### config.mk
export PLATFORM = sky130hd
export DESIGN_NAME = cpu_axi_attr_and_stream_ports
export DESIGN_NICKNAME = d
export VERILOG_FILES = /design/src/cpu_axi_attr_and_stream_ports.v
export VERILOG_INCLUDE_DIRS = /design/src /design/src/common
export SDC_FILE = /design/constraint.sdc
export NUM_CORES = 1
export LEC_CHECK = 0
export ABC_AREA = 1
export BUFFER_PORTS_ARGS = -buffer_cell sky130_fd_sc_hd__buf_2
export CAP_MARGIN = 20
export CORE_AREA = 2 2 128 130
export CTS_BUF_LIST = sky130_fd_sc_hd__clkbuf_16
export DETAILED_ROUTE_END_ITERATION = 8
export DIE_AREA = 0 0 130 132
export MAX_ROUTING_LAYER = met4
export PLACE_DENSITY = 0.67
export SLEW_MARGIN = 20
export SYNTH_ARGS = -nofsm -noshare
export SYNTH_HDL_FRONTEND = slang
export SYNTH_SLANG_ARGS = --single-unit
### constraint.sdc
create_clock -name clock -period 3.73 [get_ports clock]
set_input_delay 0.373 -clock clock [delete_from_list [all_inputs] [get_ports clock]]
set_output_delay 0.373 -clock clock [all_outputs]
set_load 0.01 [all_outputs]
### src/common/cpu_axi_attr_map.vh
// constants for the bus attribute and stream port block
`ifndef CPU_AXI_ATTR_MAP_VH
`define CPU_AXI_ATTR_MAP_VH
`define PROT_INSTR_SECURE    3'h4
`define PROT_INSTR_NONSEC    3'h6
`define PROT_DATA_SECURE     3'h0
`define PROT_DATA_NONSEC     3'h2
`define CACHE_BUFFERABLE     4'h3
`define CACHE_WRITEBACK      4'hf
`define CACHE_NONCACHEABLE   4'h2
`define QOS_PRIO_7           4'h7
`define QOS_PRIO_8           4'h8
`define QOS_PRIO_12          4'hc
`define DOMAIN_INNER         2'h1
`define AXI_ID_WIDTH         0
`define ACE_ID_WIDTH         1
`define NS_BIT_IP            1
`define NS_BIT_DP            0
`define NS_BIT_DC            2
`define NS_BIT_IC            3
`define STREAM_WIDTH         32
`define ADDR_SIZE_DEFAULT    32
`define ADDR_SIZE_MAX        64
`endif

### src/cpu_axi_attr_and_stream_ports.v
// bus attribute sidebands and stream put/get ports of the processor core
`timescale 1ns/1ps
`include "cpu_axi_attr_map.vh"
module cpu_axi_attr_and_stream_ports #(
    parameter ADDR_SIZE  = `ADDR_SIZE_DEFAULT,
    parameter PAE_ENABLE = 0,
    parameter DP_FULL    = 1,
    parameter DWIDTH     = 32
) (
    input  wire                   clock,
    input  wire                   nrst,
    input  wire [3:0]             non_secure,
    input  wire                   dc_exclusive,
    input  wire                   dc_dvm,
    input  wire                   ic_dvm,
    input  wire [ADDR_SIZE-1:0]   ic_addr_in,
    input  wire [ADDR_SIZE-1:0]   dc_addr_in,
    output reg  [ADDR_SIZE-1:0]   ic_araddr,
    output reg  [ADDR_SIZE-1:0]   dc_addr,
    output reg  [2:0]             ip_arprot,
    output reg  [3:0]             dp_cache,
    output reg  [2:0]             dp_prot,
    output reg  [3:0]             dp_qos,
    output reg  [3:0]             ic_arcache,
    output reg  [2:0]             ic_arprot,
    output reg  [3:0]             ic_arqos,
    output reg  [1:0]             ic_ardomain,
    output reg  [3:0]             dc_arcache,
    output reg  [3:0]             dc_awcache,
    output reg  [2:0]             dc_prot,
    output reg  [3:0]             dc_arqos,
    output reg  [3:0]             dc_awqos,
    output reg  [1:0]             dc_domain,
    output reg  [2:0]             port_size,
    output reg                    ace_id,
    input  wire                   put_req,
    input  wire                   put_nonblock,
    input  wire                   put_control,
    input  wire [31:0]            put_data,
    output reg                    put_done,
    input  wire                   get_req,
    input  wire                   get_nonblock,
    input  wire                   get_control,
    output reg  [31:0]            get_data,
    output reg                    get_done,
    output reg                    pipeline_stall,
    output reg                    carry_set,
    output reg                    stream_error_flag,
    output reg  [31:0]            m_axis_tdata,
    output reg                    m_axis_tlast,
    output reg                    m_axis_tvalid,
    input  wire                   m_axis_tready,
    input  wire [31:0]            s_axis_tdata,
    input  wire                   s_axis_tlast,
    input  wire                   s_axis_tvalid,
    output reg                    s_axis_tready
);

// ************************************************************
// helper functions
// ************************************************************

// protection pick, shared by every port
// instruction ports set the instruction bit; the select marks non-secure
function [2:0] pick_prot;
    input       instr;
    input       nsec;
    begin
        if (instr)
            pick_prot = nsec ? `PROT_INSTR_NONSEC : `PROT_INSTR_SECURE;
        else
            pick_prot = nsec ? `PROT_DATA_NONSEC : `PROT_DATA_SECURE;
    end
endfunction

// full width transfer size code: log2 of bytes per beat
function [2:0] size_code;
    input integer w;
    begin
        case (w)
            64:      size_code = 3'h3;
            128:     size_code = 3'h4;
            256:     size_code = 3'h5;
            512:     size_code = 3'h6;
            default: size_code = 3'h2;
        endcase
    end
endfunction

// ************************************************************
// transaction id and size
// ************************************************************

// plain ports carry no id wire at all; the coherent ports carry one bit.
// only id zero is ever issued, so the interconnect sees one ordered stream
// and the core never has to reorder responses that come back out of turn
localparam ACE_ID_W = `ACE_ID_WIDTH;

// every beat spans the whole data path: narrow beats would need byte
// lane steering in the interconnect, so the size code is fixed per build
// limitation: a build with a data width other than 64, 128, 256 or 512 falls back to 32

// ************************************************************
// memory mapped attribute sidebands
// ************************************************************

// instruction cache address only widens with address extension
// without extension the upper bits are forced low so a stray high
// address from the core cannot reach memory beyond the 32 bit space
wire [ADDR_SIZE-1:0] ic_addr_masked;
generate
    if (PAE_ENABLE != 0 || ADDR_SIZE == 32) begin : g_ic_wide
        assign ic_addr_masked = ic_addr_in;
    end else begin : g_ic_narrow
        assign ic_addr_masked = {{(ADDR_SIZE-32){1'b0}}, ic_addr_in[31:0]};
    end
endgenerate

// attributes are registered so every output leaves a flip-flop
// the selects are levels from the core, so a change shows one edge later;
// the core must not start a transfer in the cycle in which a select moves
always @(posedge clock) begin
    if (!nrst) begin
        ic_araddr   <= {ADDR_SIZE{1'b0}};
        dc_addr     <= {ADDR_SIZE{1'b0}};
        ip_arprot   <= `PROT_INSTR_SECURE;
        dp_cache    <= 4'h0;
        dp_prot     <= `PROT_DATA_SECURE;
        dp_qos      <= 4'h0;
        ic_arcache  <= `CACHE_WRITEBACK;
        ic_arprot   <= `PROT_INSTR_SECURE;
        ic_arqos    <= `QOS_PRIO_7;
        ic_ardomain <= `DOMAIN_INNER;
        dc_arcache  <= `CACHE_WRITEBACK;
        dc_awcache  <= `CACHE_WRITEBACK;
        dc_prot     <= `PROT_DATA_SECURE;
        dc_arqos    <= `QOS_PRIO_12;
        dc_awqos    <= `QOS_PRIO_8;
        dc_domain   <= `DOMAIN_INNER;
        port_size   <= 3'h2;
        ace_id      <= 1'b0;
    end else begin
        ic_araddr   <= ic_addr_masked;
        dc_addr     <= dc_addr_in;
        ip_arprot   <= pick_prot(1'b1, non_secure[`NS_BIT_IP]);
        dp_cache    <= DP_FULL ? `CACHE_BUFFERABLE : 4'h0;
        dp_prot     <= pick_prot(1'b0, non_secure[`NS_BIT_DP]);
        dp_qos      <= DP_FULL ? `QOS_PRIO_8 : 4'h0;
        ic_arcache  <= ic_dvm ? `CACHE_NONCACHEABLE : `CACHE_WRITEBACK;
        ic_arprot   <= pick_prot(1'b1, non_secure[`NS_BIT_IC]);
        ic_arqos    <= `QOS_PRIO_7;
        ic_ardomain <= `DOMAIN_INNER;
        // dvm only exists on the coherent port; exclusive differs per variant
        if (dc_dvm)
            dc_arcache <= `CACHE_NONCACHEABLE;
        else if (dc_exclusive)
            dc_arcache <= `CACHE_NONCACHEABLE;
        else
            dc_arcache <= `CACHE_WRITEBACK;
        // writes have no dvm form, so only exclusivity picks the write type
        dc_awcache  <= dc_exclusive ? `CACHE_NONCACHEABLE : `CACHE_WRITEBACK;
        dc_prot     <= pick_prot(1'b0, non_secure[`NS_BIT_DC]);
        dc_arqos    <= `QOS_PRIO_12;
        dc_awqos    <= `QOS_PRIO_8;
        dc_domain   <= `DOMAIN_INNER;
        port_size   <= size_code(DWIDTH);
        ace_id      <= {ACE_ID_W{1'b0}};
    end
end

// ************************************************************
// stream put side
// ************************************************************

// busy while a word is offered and not yet taken
wire out_busy = m_axis_tvalid && !m_axis_tready;

// a put is live from the edge it is raised until its done pulse;
// the done pulse masks the request so the core has one cycle to drop it
wire put_live = put_req && !put_done;
// blocking put meeting a busy port holds the pipeline
wire put_wait = put_live && out_busy && !put_nonblock;
// nonblocking put meeting a busy port is refused and flags carry
wire put_skip = put_live && out_busy && put_nonblock;

// the offered word stands until the sink takes it; a new word is only
// loaded when the slot is empty or being emptied in the same edge,
// which keeps one word in flight without any extra buffer
// limitation: a refused nonblocking put leaves the offered word untouched,
// so the sink still receives the older word it was holding
always @(posedge clock) begin
    if (!nrst) begin
        m_axis_tvalid <= 1'b0;
        m_axis_tdata  <= 32'h0;
        m_axis_tlast  <= 1'b0;
        put_done      <= 1'b0;
    end else begin
        // done is a one cycle pulse; the core drops its request on seeing it
        put_done <= 1'b0;
        if (m_axis_tvalid && m_axis_tready)
            m_axis_tvalid <= 1'b0;
        if (put_live) begin
            if (!out_busy) begin
                m_axis_tvalid <= 1'b1;
                m_axis_tdata  <= put_data;
                m_axis_tlast  <= put_control;
                put_done      <= 1'b1;
            end else if (put_nonblock) begin
                put_done <= 1'b1;
            end
        end
    end
end

// ************************************************************
// stream get side
// ************************************************************

// two states: the word is taken in the first cycle and reported in the
// second, matching the two cycle get of the core pipeline; a nonblocking
// get with nothing present ends at once and never touches the input
localparam G_IDLE = 2'b01;
localparam G_DONE = 2'b10;
reg [1:0] gstate_r;

// get side decodes; each is used by exactly one statement
wire get_idle = (gstate_r == G_IDLE);
// blocking get with an empty input holds the pipeline
wire get_wait = get_req && get_idle && !s_axis_tvalid && !get_nonblock;
// the stall is a register, so the core sees it one edge after the
// request; the core holds its request level meanwhile, so nothing is lost

// a get takes the word in its first cycle and ends in the second
always @(posedge clock) begin
    if (!nrst) begin
        gstate_r          <= G_IDLE;
        s_axis_tready     <= 1'b0;
        get_data          <= 32'h0;
        get_done          <= 1'b0;
        carry_set         <= 1'b0;
        stream_error_flag <= 1'b0;
        pipeline_stall    <= 1'b0;
    end else begin
        get_done  <= 1'b0;
        carry_set <= 1'b0;
        pipeline_stall <= put_wait || get_wait;
        if (put_skip)
            carry_set <= 1'b1;
        case (gstate_r)
            G_IDLE: begin
                s_axis_tready <= 1'b0;
                // the error flag keeps its value until the next word is taken
                if (get_req) begin
                    if (s_axis_tvalid) begin
                        s_axis_tready     <= 1'b1;
                        get_data          <= s_axis_tdata;
                        stream_error_flag <= s_axis_tlast ^ get_control;
                        gstate_r          <= G_DONE;
                    end else if (get_nonblock) begin
                        get_done  <= 1'b1;
                        carry_set <= 1'b1;
                    end
                end
            end
            G_DONE: begin
                // tready was a one cycle pulse; it drops here
                s_axis_tready <= 1'b0;
                get_done      <= 1'b1;
                gstate_r      <= G_IDLE;
            end
            default: begin
                s_axis_tready <= 1'b0;
                gstate_r      <= G_IDLE;
            end
        endcase
    end
end

endmodule

==> results.yml <==
synthesis:
  syn_inst: 631
  ys.flop_type: "dfxtp_1"
  netlist_area_mm2: 0.005225
  seq_area_frac_synth_pct: 55.94
  ys_types: 23
  ys_seq_elements: 146
  synth-async-reset-ratio_pct: 0
  yosysWarnings: 0
  avgSynthCellArea_um2: 8.281
  synth-edff-count: 0
global_routing:
  met3_usage_pct: 5.885
  grt_pass1_vias: 4147
  antenna_found_initial: 0
  gr-usage-met1_pct: 19.08
  gr-total-overflow: 0
  grt_use_met2_pct: 25.36
  grt_pass1_wl_um: 20760
  grt_max_degree: 97
  busiest_layer: "met2"
  grt_use_total_pct: 16.12
power:
  p_leak_nw: 4.215
  powerDensity_mw_per_mm2: 521.3
  vdd_ir_drop_max_v: 0.0002702
cells_and_area:
  fin_util_pct: 45.70
  layout.nets: 1058
  drive_gt1_share_pct: 36.44
  final_common_cell: "buf_2"
  syn_to_final_growth_pct: 37.43
  final_cell_mix: "buf_2, dfxtp_1, nor2_1, nand2_1, inv_1"
  insertedDiodeCount: 0
floorplan:
  initial_core_util_pct: 33.25
  dieWidth_um: 130
  fp.dieH_um: 132
  rows: 46
  core_area_mm2: 0.01571
  pin_count: 334
  die_area_mm2: 0.01716
run_status:
  run_status: "completed"
sta:
  max_freq_mhz: 571.1
  grt_setup_unrepaired: "no"
  clock_skew_ps: 6.753
  fin_ws_ps: 1979
  period_share_pct: 46.94
  maxSlewHeadroom_pct: 46.03
  hold_violations: 0
  tns_ps: 0
  finalCriticalPeriod_ps: 1751
  finalSetupViolations: 0
  tightest_slew_ps: 807.7
  drv_slew: 0
cts:
  cts.repair.resized: 0
  cts_buffer_depth: 2
  clock-sinks: 146
  postCtsSetupRepairBufs: 0
  root_buffer: "clkbuf_16"
  clk_latency_ps: 410
  cts_made_buffers: 17
  htreeDepth: 4
  path_clk_slew_ps: 60
  cts_tree: "yes"
  cts_hold_buf: 0
detailed_routing:
  ant_nets: 0
  first_iter_violations: 223
  route.detailed.wl_per_inst_um: 12.13
  viasPerCell: 4.066
  drtPass1Iterations: 4
  drt_wl_total_um: 13810
  drc: 0
  vias: 4627
placed_design:
  dp_hpwl_um: 10040
  place.gp.congestion: 0.8134
  place_ws_ps: 1966
  io_buffers: 297
setup_path:
  critPathCaptureType: "flip-flop"
  start_kind: "flip-flop"
  cp_slowest_cell: "inv_2"
  critPathTopFamily: "buffers and inverters"
  cpMostUsedCell: "nor2_1"
  cp_slowest_stage_delay_ps: 470
  path_cells: "inv_1 > ha_1 > nand2_1 > nor2_4 > buf_4 > inv_2 > nor2_1 > nor2_1"
  path_class: "reg2reg"
  cp_num_buf_inv: 3
  cp.required_ps: 4080
  worstPathArrival_ps: 2100
  path_max_fanout: 35
min_path:
  hold_path_class: "in2reg"
job:
  drv_cap: 0
## registers in the layout, summed over array words and instances, names as in the netlist
name	count
carry_set	1
dc_addr	32
dc_arcache	1
dc_awcache	1
dc_prot	1
dp_cache	1
dp_prot	1
get_data	32
get_done	1
gstate_r	2
ic_araddr	32
ic_arcache	1
ic_arprot	1
ip_arprot	1
m_axis_tdata	32
m_axis_tlast	1
m_axis_tvalid	1
pipeline_stall	1
put_done	1
s_axis_tready	1
stream_error_flag	1
## synthesized netlist by cell type (2+ instances only)
cell / number / share of area (%)
buf_6: 7 / 1.5
ha_1: 2 / 0.48
buf_4: 46 / 6.6
nand3_1: 3 / 0.29
inv_2: 3 / 0.22
a21oi_1: 5 / 0.48
o21ai_0: 29 / 2.8
nand3b_1: 33 / 4.7
o21ai_1: 5 / 0.48
nand2_1: 108 / 7.8
nor2_1: 136 / 9.8
buf_2: 20 / 1.9
nor2_4: 3 / 0.65
conb_1: 2 / 0.14
dfxtp_1: 146 / 56
inv_1: 76 / 5.5
## kinds of logic (layout without fill, tap and decap cells)
kind of cell	after synthesis	in the layout	synth area share, %
buffers and inverters	154	411	15.85
adders and majority gates	2	2	0.4789
and+or+nand+nor	286	286	23.56
DFF	146	146	55.94
AOI/OAI and AO/OA	40	40	3.855
other	2	36	0.1437
xor gates and xnor gates	1	1	0.1677
## area by class of cell
class                      instances  area, um2
clock inverter                    14      116.4
timing repair buffer             300       1544
tap                              216      270.3
multi-input combinational        365       1602
sequential                       146       2923
clock buffer                      17      425.4
inverter                          80      300.3
fill                            1597       8532
## layer usage
layer / vias to the layer above / routed length, um
met4: 0 / 223
met2: 200 / 6543
met1: 2048 / 5924
li1: 2364 / -
met5: - / 0
met3: 15 / 1115
## power by group
part	switching (mW)	internal (mW)
Sequential	0.0415	1.67
Combinational	0.271	0.197
Clock	0.659	0.908
## through the flow
stage	cell area (um2)	power [mW]	hold slack [ps]	instances
after floorplan	5353	2.034	400.7	665
after global placement	6611	2.208	458.7	1106
after detailed placement	6639	2.216	465.7	1107
after CTS	7181	3.801	98.65	1138
after global routing	7181	3.940	103.9	1138
final	7181	3.744	115.8	1138
## final timing paths
kind,startpoint,depth (start not counted),slack (ps),to
setup / recovery,gstate_r[1],8,1980,get_data[7]
hold / removal,ic_dvm,2,120,ic_arcache[2]
setup reg to reg,gstate_r[1],8,1980,get_data[7]
hold reg to reg,m_axis_tdata[15],2,470,m_axis_tdata[15]
Note: power is estimated with default switching activity, not from simulation.
